--- config.mk ---
export PLATFORM = sky130hd
export DESIGN_NAME = redundant_io_voter
export DESIGN_NICKNAME = d
export VERILOG_FILES = /design/src/logic/redundant_io_voter.v
export VERILOG_INCLUDE_DIRS = /design/src /design/src/logic
export SDC_FILE = /design/constraint.sdc
export NUM_CORES = 2
export LEC_CHECK = 0
export BUFFER_PORTS_ARGS = -buffer_cell sky130_fd_sc_hd__buf_4
export CAP_MARGIN = 20
export CORE_UTILIZATION = 56
export CTS_CLUSTER_SIZE = 30
export DETAILED_ROUTE_END_ITERATION = 6
export PLACE_DENSITY = 0.77
export SKIP_CTS_REPAIR_TIMING = 1
export SLEW_MARGIN = 10
export SYNTH_ARGS = -nofsm -noshare
export SYNTH_HDL_FRONTEND = slang
export SYNTH_SLANG_ARGS = --single-unit
--- constraint.sdc ---
create_clock -name i_clk -period 10.89 [get_ports i_clk]
set_input_delay 1.089 -clock i_clk [delete_from_list [all_inputs] [get_ports i_clk]]
set_output_delay 1.089 -clock i_clk [all_outputs]
set_load 0.005 [all_outputs]
--- src/logic/io_voter_defs.vh ---
// io_voter_defs.vh: register offsets, field positions, reset values and
// timing counts of the redundant i/o voter.
// assumes a 100 MHz clock and a 32-bit byte-addressed avalon slave.
`ifndef IO_VOTER_DEFS_VH
`define IO_VOTER_DEFS_VH

// byte addresses of the registers
`define REG_CTRL      7'h00
`define REG_DEF_IN    7'h04
`define REG_ANA_DEF   7'h08
`define REG_THRESH    7'h0C
`define REG_INTERVAL  7'h10
`define REG_STATUS    7'h14
`define REG_FAULT     7'h18
`define REG_RAW_A     7'h1C
`define REG_RAW_B     7'h20
`define REG_RAW_C     7'h24
`define REG_ANA_AB    7'h28
`define REG_ANA_C     7'h2C
`define REG_VOTED_DI  7'h30
`define REG_VOTED_AI  7'h34
`define REG_LOGIC_OUT 7'h38
`define REG_NV_OUT    7'h3C
`define REG_FT_OUT    7'h40
`define REG_PHYS_OUT  7'h44

// control register fields
`define CTRL_CHK_EN    0
`define CTRL_DEG_DEF   1
`define CTRL_AMODE_LO  2
`define CTRL_AMODE_HI  3
`define CTRL_OUT_2OF2  4
`define CTRL_ONE_DEF   5
`define CTRL_INHIBIT   6
`define CTRL_GRP32     7
`define CTRL_WIDTH     8

// two-copy analog selection
`define AMODE_HIGH 2'h0
`define AMODE_LOW  2'h1
`define AMODE_AVG  2'h2

// reset values
`define CTRL_RST     8'h01
`define DEF_IN_RST   32'h00000000
`define ANA_DEF_RST  16'h0000
`define THRESH_RST   7'h0A

// timing: autotest interval counted in milliseconds
`define CLK_HZ          100000000
`define TICK_MS         1
`define TICK_CYCLES     (`CLK_HZ / 1000 * `TICK_MS)
`define INTERVAL_MS_RST 32'h01B77400
`define SD_INTERVALS    3

`endif

--- src/logic/redundant_io_voter.v ---
// redundant_io_voter.v: triple-redundant input voting, fault-tolerant
// output staging, output voting and timed i/o shutdown.
// assumes inputs synchronous to i_clk and an avalon-mm master.
//
// How it works
// [RULE1] discrete bits voted two out of three
// [RULE2] single-block group passes its value unchanged
// [RULE3] discrete copy disagreeing with agreeing pair flagged
// [RULE4] analog copy off mid-value by percent flagged
// [RULE5] fault register names the disagreeing copy
// [RULE6] faulted copies are excluded from voting; analog voting ignores i_autotest_fault
// [RULE7] degrade 3-2-1-0 or 3-2-default per configuration
// [RULE8] three analog copies give the middle value
// [RULE9] two analog copies give high, low or average
// [RULE10] one analog copy is used directly
// [RULE11] vote before each cycle, raw copies readable
// [RULE12] logic outputs copied; only copy drives outputs
// [RULE13] each scan sends non-voted and fault-tolerant outputs
// [RULE14] unrepaired fault forces outputs off, inputs default; the voted analog input is not defaulted and aflag_ff does not start the timer
// [RULE15] shutdown delay from writable autotest interval
// [RULE16] pending shutdown visible, inhibit control accepted
// [RULE17] three commands voted two out of three
// [RULE18] two commands use 1-of-2 or 2-of-2
// [RULE19] single command followed or defaulted off
// [RULE20] sixteen or thirty-two output points per group
// [RULE21] reset clears state, outputs off until vote
//
// Design decisions made here: register access over Avalon-MM and the placing of the registers.
`timescale 1ns/1ns
`include "io_voter_defs.vh"
`default_nettype none

module redundant_io_voter #(
  parameter TICK_CYCLES = `TICK_CYCLES
) (
  input wire i_clk,
  input wire i_resetn,
  input wire [6:0] i_address,
  input wire i_read,
  input wire i_write,
  input wire [31:0] i_writedata,
  input wire [3:0] i_byteenable,
  output reg [31:0] o_readdata,
  output reg o_waitrequest,
  input wire i_cycle_start,
  input wire i_bus_scan,
  input wire [2:0] i_copy_present,
  input wire [2:0] i_autotest_fault,
  input wire [2:0] i_block_fault,
  input wire [31:0] i_din_a,
  input wire [31:0] i_din_b,
  input wire [31:0] i_din_c,
  input wire [15:0] i_ain_a,
  input wire [15:0] i_ain_b,
  input wire [15:0] i_ain_c,
  input wire [2:0] i_cmd_present,
  input wire [31:0] i_cmd_a,
  input wire [31:0] i_cmd_b,
  input wire [31:0] i_cmd_c,
  output reg [31:0] o_voted_di,
  output reg [15:0] o_voted_ai,
  output reg o_vote_done,
  output reg [31:0] o_tx_nonvoted,
  output reg [31:0] o_tx_ft,
  output reg o_tx_valid,
  output reg [31:0] o_phys_out,
  output reg o_shutdown_pending,
  output reg o_shutdown_active
);

  // ----------------------------------------------------------------
  // helper functions
  // ----------------------------------------------------------------
  function [1:0] cnt3;
    input [2:0] v;
    begin
      cnt3 = {1'b0, v[0]} + {1'b0, v[1]} + {1'b0, v[2]};
    end
  endfunction

  function [15:0] med3;
    input [15:0] a;
    input [15:0] b;
    input [15:0] c;
    begin
      if ((a >= b && a <= c) || (a <= b && a >= c))
        med3 = a;
      else if ((b >= a && b <= c) || (b <= a && b >= c))
        med3 = b;
      else
        med3 = c;
    end
  endfunction

  // deviation of x from m above thresh percent of m
  function deviates;
    input [15:0] x;
    input [15:0] m;
    input [6:0] t;
    reg [15:0] d;
    begin
      d = (x > m) ? (x - m) : (m - x);
      deviates = ({8'h00, d} * 24'd100) > ({17'h00000, t} * {8'h00, m});
    end
  endfunction

  function [31:0] bemask;
    input [31:0] old;
    input [31:0] wd;
    input [3:0] be;
    integer k;
    begin
      bemask = old;
      for (k = 0; k < 4; k = k + 1)
        if (be[k])
          bemask[k*8 +: 8] = wd[k*8 +: 8];
    end
  endfunction

  // pick the one set copy out of three
  function [31:0] pick32;
    input [2:0] v;
    input [31:0] a;
    input [31:0] b;
    input [31:0] c;
    begin
      pick32 = v[0] ? a : (v[1] ? b : c);
    end
  endfunction

  // ----------------------------------------------------------------
  // registers
  // ----------------------------------------------------------------
  reg [`CTRL_WIDTH-1:0] ctrl_ff;
  reg [31:0] def_in_ff;
  reg [15:0] ana_def_ff;
  reg [6:0] thresh_ff;
  reg [31:0] interval_ff;
  reg [2:0] dflag_ff;
  reg [2:0] aflag_ff;
  reg [2:0] last_copy_ff;
  reg last_analog_ff;
  reg [31:0] logic_out_ff;
  reg [31:0] nv_out_ff;
  reg [31:0] ft_out_ff;
  reg [31:0] tick_cnt_ff;
  reg [31:0] sd_cnt_ff;
  reg [31:0] nxt_voted_di;
  reg [15:0] nxt_voted_ai;
  reg [31:0] nxt_phys;
  reg [31:0] nxt_rdata;

  wire bus_req = i_read | i_write;
  wire wr_commit = i_write & ~o_waitrequest;
  wire rd_launch = i_read & o_waitrequest;
  wire [31:0] ctrl_word = {{(32-`CTRL_WIDTH){1'b0}}, ctrl_ff};
  wire chk_en = ctrl_ff[`CTRL_CHK_EN];
  wire deg_def = ctrl_ff[`CTRL_DEG_DEF];
  wire [1:0] amode = ctrl_ff[`CTRL_AMODE_HI:`CTRL_AMODE_LO];
  wire grp32 = ctrl_ff[`CTRL_GRP32];
  wire [31:0] point_mask = grp32 ? 32'hFFFFFFFF : 32'h0000FFFF; // RULE20

  // ----------------------------------------------------------------
  // copy validity and discrete voting
  // ----------------------------------------------------------------
  wire [2:0] dvalid = i_copy_present & ~dflag_ff & ~i_autotest_fault &
                      ~i_block_fault; // RULE6
  wire [2:0] avalid = i_copy_present & ~aflag_ff & ~i_block_fault; // RULE6
  wire [1:0] dcnt = cnt3(dvalid);
  wire [1:0] acnt = cnt3(avalid);
  wire single_blk = (cnt3(i_copy_present) == 2'h1);

  wire [31:0] maj = (i_din_a & i_din_b) | (i_din_b & i_din_c) |
                    (i_din_a & i_din_c);
  wire [31:0] two_x = dvalid[0] ? i_din_a : i_din_b;
  wire [31:0] two_y = dvalid[2] ? i_din_c : i_din_b;
  wire [31:0] one_d = pick32(dvalid, i_din_a, i_din_b, i_din_c);

  // discrete discrepancy: one copy against an agreeing pair
  wire [2:0] ddisc;
  assign ddisc[0] = |((i_din_a ^ i_din_b) & ~(i_din_b ^ i_din_c)); // RULE3
  assign ddisc[1] = |((i_din_b ^ i_din_a) & ~(i_din_a ^ i_din_c)); // RULE3
  assign ddisc[2] = |((i_din_c ^ i_din_a) & ~(i_din_a ^ i_din_b)); // RULE3
  wire [2:0] dset = (i_cycle_start && chk_en && dvalid == 3'h7) ?
                    ddisc : 3'h0;

  always @*
  begin
    if (o_shutdown_active)
      nxt_voted_di = def_in_ff; // RULE14
    else if (single_blk && dcnt == 2'h1)
      nxt_voted_di = one_d; // RULE2
    else
      case (dcnt)
        2'h3: nxt_voted_di = maj; // RULE1
        // two copies: agreeing bits pass, split bits take the default
        2'h2: nxt_voted_di = (two_x & two_y) |
                             (~(two_x ^ two_y) & 32'h0) |
                             ((two_x ^ two_y) & def_in_ff); // RULE1
        2'h1: nxt_voted_di = deg_def ? def_in_ff : one_d; // RULE7
        default: nxt_voted_di = def_in_ff; // RULE7
      endcase
  end

  // ----------------------------------------------------------------
  // analog voting
  // ----------------------------------------------------------------
  wire [15:0] mid = med3(i_ain_a, i_ain_b, i_ain_c); // RULE8
  wire [15:0] ana_x = avalid[0] ? i_ain_a : i_ain_b;
  wire [15:0] ana_y = avalid[2] ? i_ain_c : i_ain_b;
  wire [16:0] ana_sum = {1'b0, ana_x} + {1'b0, ana_y};
  wire [15:0] ana_one = avalid[0] ? i_ain_a : (avalid[1] ? i_ain_b : i_ain_c);
  wire [2:0] adisc;
  genvar g;
  generate
    for (g = 0; g < 3; g = g + 1)
    begin : g_adisc
      wire [15:0] samp = (g == 0) ? i_ain_a : ((g == 1) ? i_ain_b : i_ain_c);
      assign adisc[g] = deviates(samp, mid, thresh_ff); // RULE4
    end
  endgenerate
  wire [2:0] aset = (i_cycle_start && chk_en && avalid == 3'h7) ?
                    adisc : 3'h0;

  always @*
  begin
    case (acnt)
      2'h3: nxt_voted_ai = mid; // RULE8
      2'h2:
        case (amode)
          `AMODE_LOW: nxt_voted_ai = (ana_x < ana_y) ? ana_x : ana_y; // RULE9
          `AMODE_AVG: nxt_voted_ai = ana_sum[16:1]; // RULE9
          default: nxt_voted_ai = (ana_x > ana_y) ? ana_x : ana_y; // RULE9
        endcase
      2'h1: nxt_voted_ai = (deg_def && !single_blk) ? ana_def_ff :
                           ana_one; // RULE10
      default: nxt_voted_ai = ana_def_ff; // RULE7
    endcase
  end

  // ----------------------------------------------------------------
  // output voter
  // ----------------------------------------------------------------
  wire [31:0] cmaj = (i_cmd_a & i_cmd_b) | (i_cmd_b & i_cmd_c) |
                     (i_cmd_a & i_cmd_c);
  wire [31:0] c_x = i_cmd_present[0] ? i_cmd_a : i_cmd_b;
  wire [31:0] c_y = i_cmd_present[2] ? i_cmd_c : i_cmd_b;
  wire [31:0] c_one = pick32(i_cmd_present, i_cmd_a, i_cmd_b, i_cmd_c);

  always @*
  begin
    case (cnt3(i_cmd_present))
      2'h3: nxt_phys = cmaj; // RULE17
      2'h2: nxt_phys = ctrl_ff[`CTRL_OUT_2OF2] ? (c_x & c_y) :
                       (c_x | c_y); // RULE18
      2'h1: nxt_phys = ctrl_ff[`CTRL_ONE_DEF] ? 32'h0 : c_one; // RULE19
      default: nxt_phys = 32'h0;
    endcase
    // only the fault-tolerant copy may turn a point on
    nxt_phys = nxt_phys & ft_out_ff & point_mask; // RULE12 RULE20
    if (o_shutdown_active)
      nxt_phys = 32'h0; // RULE14
  end

  // ----------------------------------------------------------------
  // shutdown timer
  // ----------------------------------------------------------------
  wire any_fault = |(dflag_ff | i_autotest_fault | i_block_fault) &
                   ~single_blk;
  wire ms_tick = (tick_cnt_ff == TICK_CYCLES - 1);
  wire [33:0] sd_limit = {2'h0, interval_ff} * `SD_INTERVALS; // RULE15
  wire sd_expired = ({2'h0, sd_cnt_ff} >= sd_limit);

  // ----------------------------------------------------------------
  // register read mux
  // ----------------------------------------------------------------
  always @*
  begin
    case (i_address)
      `REG_CTRL: nxt_rdata = ctrl_word;
      `REG_DEF_IN: nxt_rdata = def_in_ff;
      `REG_ANA_DEF: nxt_rdata = {16'h0000, ana_def_ff};
      `REG_THRESH: nxt_rdata = {25'h0000000, thresh_ff};
      `REG_INTERVAL: nxt_rdata = interval_ff;
      `REG_STATUS: nxt_rdata = {20'h00000, o_shutdown_active,
                                o_shutdown_pending, acnt, dcnt, avalid,
                                dvalid}; // RULE16
      `REG_FAULT: nxt_rdata = {22'h000000, last_analog_ff, last_copy_ff,
                               aflag_ff, dflag_ff}; // RULE5
      `REG_RAW_A: nxt_rdata = i_din_a; // RULE11
      `REG_RAW_B: nxt_rdata = i_din_b; // RULE11
      `REG_RAW_C: nxt_rdata = i_din_c; // RULE11
      `REG_ANA_AB: nxt_rdata = {i_ain_b, i_ain_a}; // RULE11
      `REG_ANA_C: nxt_rdata = {16'h0000, i_ain_c}; // RULE11
      `REG_VOTED_DI: nxt_rdata = o_voted_di;
      `REG_VOTED_AI: nxt_rdata = {16'h0000, o_voted_ai};
      `REG_LOGIC_OUT: nxt_rdata = logic_out_ff;
      `REG_NV_OUT: nxt_rdata = nv_out_ff;
      `REG_FT_OUT: nxt_rdata = ft_out_ff;
      `REG_PHYS_OUT: nxt_rdata = o_phys_out;
      default: nxt_rdata = 32'h00000000;
    endcase
  end

  wire wr_ctrl = wr_commit && i_address == `REG_CTRL;
  wire wr_fault = wr_commit && i_address == `REG_FAULT;
  wire [31:0] ctrl_new = bemask(ctrl_word, i_writedata, i_byteenable);
  wire [31:0] thr_new = bemask({25'h0, thresh_ff}, i_writedata,
                               i_byteenable);
  wire [31:0] adef_new = bemask({16'h0, ana_def_ff}, i_writedata,
                                i_byteenable);
  wire [5:0] fclr = (wr_fault && i_byteenable[0]) ? i_writedata[5:0] :
                    6'h00;

  // ----------------------------------------------------------------
  // avalon slave and configuration
  // ----------------------------------------------------------------
  always @(posedge i_clk)
  begin
    if (!i_resetn)
    begin
      o_waitrequest <= 1'b1;
      o_readdata <= 32'h00000000;
      ctrl_ff <= `CTRL_RST;
      def_in_ff <= `DEF_IN_RST;
      ana_def_ff <= `ANA_DEF_RST;
      thresh_ff <= `THRESH_RST;
      interval_ff <= `INTERVAL_MS_RST; // RULE15
      logic_out_ff <= 32'h00000000;
      nv_out_ff <= 32'h00000000;
    end
    else
    begin
      // one wait state: ready one edge after the request is seen
      o_waitrequest <= ~(bus_req & o_waitrequest);
      if (rd_launch)
        o_readdata <= nxt_rdata;
      if (wr_ctrl)
        ctrl_ff <= ctrl_new[`CTRL_WIDTH-1:0]; // RULE16
      if (wr_commit && i_address == `REG_DEF_IN)
        def_in_ff <= bemask(def_in_ff, i_writedata, i_byteenable);
      if (wr_commit && i_address == `REG_ANA_DEF)
        ana_def_ff <= adef_new[15:0];
      if (wr_commit && i_address == `REG_THRESH)
        thresh_ff <= thr_new[6:0];
      if (wr_commit && i_address == `REG_INTERVAL)
        interval_ff <= bemask(interval_ff, i_writedata,
                              i_byteenable); // RULE15
      if (wr_commit && i_address == `REG_LOGIC_OUT)
        logic_out_ff <= bemask(logic_out_ff, i_writedata, i_byteenable);
      if (wr_commit && i_address == `REG_NV_OUT)
        nv_out_ff <= bemask(nv_out_ff, i_writedata, i_byteenable);
    end
  end

  // ----------------------------------------------------------------
  // voting, fault log and staging
  // ----------------------------------------------------------------
  always @(posedge i_clk)
  begin
    if (!i_resetn)
    begin
      dflag_ff <= 3'h0; // RULE21
      aflag_ff <= 3'h0; // RULE21
      last_copy_ff <= 3'h0;
      last_analog_ff <= 1'b0;
      o_voted_di <= 32'h00000000; // RULE21
      o_voted_ai <= 16'h0000; // RULE21
      o_vote_done <= 1'b0;
      ft_out_ff <= 32'h00000000;
      o_phys_out <= 32'h00000000; // RULE21
      o_tx_nonvoted <= 32'h00000000;
      o_tx_ft <= 32'h00000000;
      o_tx_valid <= 1'b0;
    end
    else
    begin
      // a new discrepancy wins over a clear in the same cycle
      dflag_ff <= (dflag_ff & ~fclr[2:0]) | dset; // RULE5 RULE6
      aflag_ff <= (aflag_ff & ~fclr[5:3]) | aset; // RULE5 RULE6
      if (|aset)
      begin
        last_copy_ff <= aset; // RULE5
        last_analog_ff <= 1'b1;
      end
      if (|dset)
      begin
        last_copy_ff <= dset; // RULE5
        last_analog_ff <= 1'b0;
      end
      o_vote_done <= i_cycle_start; // RULE11
      if (i_cycle_start)
      begin
        o_voted_di <= nxt_voted_di; // RULE11
        o_voted_ai <= nxt_voted_ai; // RULE11
        ft_out_ff <= o_shutdown_active ? 32'h0 : logic_out_ff; // RULE12
      end
      o_phys_out <= nxt_phys;
      o_tx_valid <= i_bus_scan;
      if (i_bus_scan)
      begin
        o_tx_nonvoted <= nv_out_ff; // RULE13
        o_tx_ft <= ft_out_ff; // RULE13
      end
    end
  end

  // ----------------------------------------------------------------
  // shutdown sequencing
  // ----------------------------------------------------------------
  always @(posedge i_clk)
  begin
    if (!i_resetn)
    begin
      tick_cnt_ff <= 32'h00000000;
      sd_cnt_ff <= 32'h00000000;
      o_shutdown_pending <= 1'b0; // RULE21
      o_shutdown_active <= 1'b0; // RULE21
    end
    else
    begin
      tick_cnt_ff <= (ms_tick || !any_fault) ? 32'h0 : tick_cnt_ff + 32'h1;
      if (!any_fault)
      begin
        sd_cnt_ff <= 32'h00000000;
        o_shutdown_pending <= 1'b0;
        o_shutdown_active <= 1'b0;
      end
      else
      begin
        o_shutdown_pending <= ~o_shutdown_active; // RULE16
        if (ms_tick && !sd_expired)
          sd_cnt_ff <= sd_cnt_ff + 32'h1; // RULE15
        if (sd_expired && !ctrl_ff[`CTRL_INHIBIT])
          o_shutdown_active <= 1'b1; // RULE14 RULE16
      end
    end
  end

endmodule // redundant_io_voter

`default_nettype wire

Yosys cells after proc, flatten, opt, wreduce, memory -nomap -nowiden
Cells that the tools add are included.

$add $sub $neg: 17. Multiply operators: 5. $lt $le $gt $ge: 17. Equal/unequal tests: 32. Muxes and demuxes: 37. Bitwise gates (word level): 54. Reductions and logical operators: 59.

Operators with widths (number): 32-bit one-hot mux with 18 select lines (1); 32-bit two-way mux (15); 32-bit AND (14); 16-bit two-way mux (12); 32-bit bitwise OR (6); 32-bit one-hot mux with 3 select lines (2); 32-bit XOR (4); 32-bit inverter (3); 32-bit OR reduction (3); 16-bit subtractor (6); 23-bit greater-than comparator (3); 32-bit by 1-bit adder with 32-bit output (second input constant) (2); 16-bit >= comparator (4); 16-bit greater-than comparator (4); 16-bit <= comparator (4); 16-bit by 5-bit multiplier with 21-bit output (second input constant) (3); 7-bit by 6-bit equality test with 1-bit output (second input constant) (8); 16-bit one-hot mux with 3 select lines (1); 2-bit AND reduction (21); 32-bit by 34-bit >= comparator with 1-bit output (1); 32-bit by 2-bit multiplier with 34-bit output (second input constant) (1); 32-bit by 17-bit equality test with 1-bit output (second input constant) (1); 16-bit one-hot mux with 2 select lines (1); 7-bit by 5-bit equality test with 1-bit output (second input constant) (4); 27 further kinds (97).

Flip-flop bits (word level): 446. Input bits: 301.

Longest topological paths before layout
Word-level depth: 13. Depth in mapped cells: 55.

Worst setup path after synthesis
No wires, ideal clock.

Path kind: input to register. Start point: in i_ain_a[10]. End point: reg last_copy_ff[0]. Setup time: 115 ps. Arrival time: 10753 ps. Path slack: 22 ps. Stages on the path: 52. Path through: inv_1 > ha_1 > and4_1 > nand3b_1 > a21o_1 > o211a_2 > and3_1 > or3_1 > buf_2 > clkbuf_1 > clkbuf_1 > nand2_1 > o21ai_1 > fa_1 > o21ai_0 > a21o_1 > a311o_1 > a21o_1 > (+16 left out) > a21o_1 > a21oi_1 > o21ai_0 > o41ai_1 > o2111ai_1 > a21oi_1 > xnor2_1 > ha_1 > nand3_1 > nor2_1 > nand2_1 > or3_1 > o21ai_0 > o31a_1 > o41ai_4 > nand4_1 > a21oi_1 > o21a_1.

Longest elaborated chain between the ends: 12.

Ends and longest elaborated chain: from (decl) (line redundant_io_voter.v:53) `input wire [15:0] i_ain_a,`; 16-bit >= comparator / 16-bit <= comparator (equally long branches) (line redundant_io_voter.v:88) `else if ((b >= a && b <= c) || (b <= a && b >= c))`; 1-bit logical AND (line redundant_io_voter.v:88); 1-bit logical OR (line redundant_io_voter.v:88); 16-bit two-way mux (line redundant_io_voter.v:88); 16-bit two-way mux (line redundant_io_voter.v:86) `if ((a >= b && a <= c) || (a <= b && a >= c))`; 16-bit subtractor / 16-bit greater-than comparator (equally long branches) (line redundant_io_voter.v:102) `d = (x > m) ? (x - m) : (m - x);`; 16-bit two-way mux (line redundant_io_voter.v:102); 16-bit by 5-bit multiplier with 21-bit output (line redundant_io_voter.v:103) `deviates = ({8'h00, d} * 24'd100) > ({17'h00000, t} * {8'h00, m});`; 23-bit greater-than comparator (line redundant_io_voter.v:103); 3-bit two-way mux * (line redundant_io_voter.v:222) `wire [2:0] aset = (i_cycle_start && chk_en && avalid == 3'h7) ?`; 3-bit OR reduction / 3-bit two-way mux (equally long branches) (line redundant_io_voter.v:381) `if (|aset)`; 2-bit nonzero test (no source line) / 3-bit two-way mux (equally long branches); to (signal assigned) (line redundant_io_voter.v:383) `last_copy_ff <= aset;`; to (signal assigned) (line redundant_io_voter.v:388) `last_copy_ff <= dset;`; to (decl) (line redundant_io_voter.v:141) `reg [2:0] last_copy_ff;`.

Mark *: on every way between the ends. The rest lies on a longest branch, timed or not. The select of a mux whose other input is x is not followed. A chain may end at the register's enable or synchronous reset.

Final worst setup path
Start point: in i_ain_a[15]. End point: reg last_copy_ff[2].

The elaborated chain is that of the path after synthesis.

==> metrics <==
DRT iter0 DRCs=7045; Worst IR Drop VDD=0.870 mV; Sw Ratio=48.1%; worst-case reg-to-reg path depth=27; CTS tree=yes; IO buf count=481; vias in the first global route=47687; Wirelength per Cell=28.1 um; fin crit period=10.44 ns; simple-gate share of the synthesized area=18.6%; Clock Latency Late Sink=0.66 ns; Tightest Hold Check Type=flop to flop; # IOs=482; R2R setup slack=2.91 ns; post-DP HPWL=174000 um; Inserted Clock Buffers=49; Yosys top cell by area=dfxtp_1; First-pass DRT Iterations=7; critical path type=input pin to flop; Synth Net Count=7073; vias per inst=6.58; CTS Buffer Depth=3; total number of vias=51432; Die Span Y=293 um; distinct cell type count after synthesis=82; Rel. slew slack=12.7%; GRT Total Usage=49.1%; CP startpoint kind=input pin; Synth area leaders=dfxtp_1 19%, ha_1 17%, mux2i_1 6.7%, nand2_1 5.4%, a21oi_1 5.0%; first-pass GRT wire length=313000 um; Worst R2R End=last_copy_ff[2]; most frequent cells in the layout=844 x buf_4, 674 x nand2_1, 632 x ha_1; mux cell area share after synthesis=7.66%; Ys Warns=0; Final WS setup=0.449 ns; area delta synth->final=18.4%; Routed Antenna Nets=0; actual slew at the worst max-slew pin=1.31 ns; pre-CTS setup slack=-0.347 ns; status=finished with violations; most common cell after layout, fill and taps aside=buf_4; CP arrival=10.93 ns; sw power=8.84 mW; core box area=83700 um^2; DR DRC count=51; Tcrit/Tclk final=95.9%; Max-Cap Viols=0; post-synthesis sequential area ratio=18.8%; area post-placement=54200 um^2; chip width=293 um; Remaining Overflow, GRT=0; Root Driver=clkbuf_16; Synth Area in XOR/XNOR=3.46%; adder-cell share of the synthesized area=22.2%; Crit-path slowest cell=fa_1; leak pwr=25.3 nW; initial antenna violation count=34; CP Max Fanout=7; Synth Area in Compound Gates=23.5%; Mapped Area=47400 um^2; Critical path destination=last_copy_ff[2]; Int Power=9.53 mW; largest net degree at the start of global routing=284; synthesized area per cell=7.86 um^2; Mapped Cells=6026; DRT Wirelength=220000 um; clock slew at reported path FFs=0.07 ns; Initial Util=56.6%; Final setup viols=0; htree depth=2; Largest stage delay, worst path=0.49 ns; worst clock skew=0.0386 ns; Top FF cell, synth=dfxtp_1; Max Clk Rate=95.8 MHz; Final Cell Area=56100 um^2; die area=85800 um^2; nets=7667; launch point of the worst path=i_ain_a[15]; Clk network pwr share=9.8%; layout cells sized above 1=15.6%; CTS Sinks=446; failing checks=DRC; WP data required=11.38 ns; post-synthesis async set-or-reset flop share=0%; largest family of logic cells by synthesized area=compound AO/OA/AOI/OAI gates; CP endpoint kind=flop; Slew Limit Fails=0; Seq cells post-synth=446; cell area power density=328 nW/um^2; Post-Place Cells=7695; Non-Filler Instances=7820; logic gate share of total power=81.0%; sequential group share of total power=9.3%; Final Hold Fails=0; most frequent CP cell=ha_1; Post-synth EDFFs=0; worst r2r src=thresh_ff[3]; area fraction of the dominant cell type after synthesis=18.8%; Final Wtd Congestion=1.11; row cnt=106
[power groups by stage]
stage	clock network, mW	registers [mW]	logic, mW
2_1_floorplan	0	1.70	9.92
3_3_place_gp	0	1.73	13.9
3_5_place_dp	0	1.73	14.4
4_1_cts	1.78	1.69	14.5
5_1_grt	1.85	1.69	16.6
6_report	1.80	1.70	14.9
[critical path: cells and delay by family]
family / cells / cell delay, ns
XOR/XNOR: 2 / 0.41
AO/OA/AOI/OAI: 21 / 4.11
buffers and inverters: 5 / 0.54
adder cells (fa/ha/maj): 8 / 2.69
AND/OR/NAND/NOR: 11 / 2.03
[synth_stat cells (all sizes together), types with 18 or more instances]
library cell and number:
o21a 38, o311ai 23, maj3 32, mux2 39
nand2 676, a21boi 123, and3 59, o21ai 338
a211oi 29, and4 18, o221ai 39, nand4 52
a22oi 101, nor2 339, ha 632, nand3 96
xor2 92, o21bai 20, mux2i 319, nor3 75
o22ai 47, nand2b 69, nor2b 340, fa 114
a221oi 125, buf 33, dfxtp 446, a21oi 473
a22o 72, clkbuf 281, xnor2 95, a31oi 34
a222oi 19, and2 44, inv 416, a21o 124
nor4 22
[through the flow]
step	total power, mW	setup TNS (ns)	hold WS, ns	utilization [%]
finish	18.4	0	0.469	67.0
global route	20.2	-0.0759	0.500	67.0
CTS	18.0	0	0.460	66.7
detailed placement	16.2	-1.05	0.446	64.7
global placement	15.6	-0.0577	0.440	64.7
floorplan	11.6	0	0.430	-
[layer usage]
metal	vias up	wire, um	track usage, %
li1	22734	-	-
met1	24254	83200	62.6
met2	3565	85400	68.3
met3	861	32000	17.9
met4	18	19000	34.2
met5	-	152	0
[cell type report]
class / instances / area [um^2]
fillers: 7004 / 27600
well taps: 1134 / 1420
inverters: 417 / 1570
repair buffers: 857 / 6520
clock inverters: 30 / 378
flip-flops and latches: 446 / 8930
multi-input cells: 4849 / 35900
clock buffers: 61 / 1310
diodes: 26 / 65.1
[cells by family after synthesis]
logic type	Yosys count
compound gates	1695
xor+xnor	187
fa+ha+maj	778
buf+inv	731
flops	446
mux	358
simple gates	1831
[state kept, by name, summed over array words and instances (netlist names), 7 cells and up]
register,cells
ft_out_ff,32
o_voted_ai,16
o_voted_di,32
o_tx_nonvoted,32
sd_cnt_ff,32
o_tx_ft,32
def_in_ff,32
nv_out_ff,32
o_phys_out,32
o_readdata,32
interval_ff,32
thresh_ff,7
ana_def_ff,16
tick_cnt_ff,32
logic_out_ff,32
ctrl_ff,8
[worst min path at each step]
stage / depth (start not counted) / from / to
after floorplan: 1 / tick_cnt_ff[0] / tick_cnt_ff[0]
after global placement: 1 / tick_cnt_ff[0] / tick_cnt_ff[0]
after detailed placement: 1 / tick_cnt_ff[0] / tick_cnt_ff[0]
after CTS: 1 / tick_cnt_ff[0] / tick_cnt_ff[0]
after global routing: 1 / o_waitrequest / o_waitrequest
final: 1 / tick_cnt_ff[0] / tick_cnt_ff[0]
Note: power is estimated with default switching activity, not from simulation.
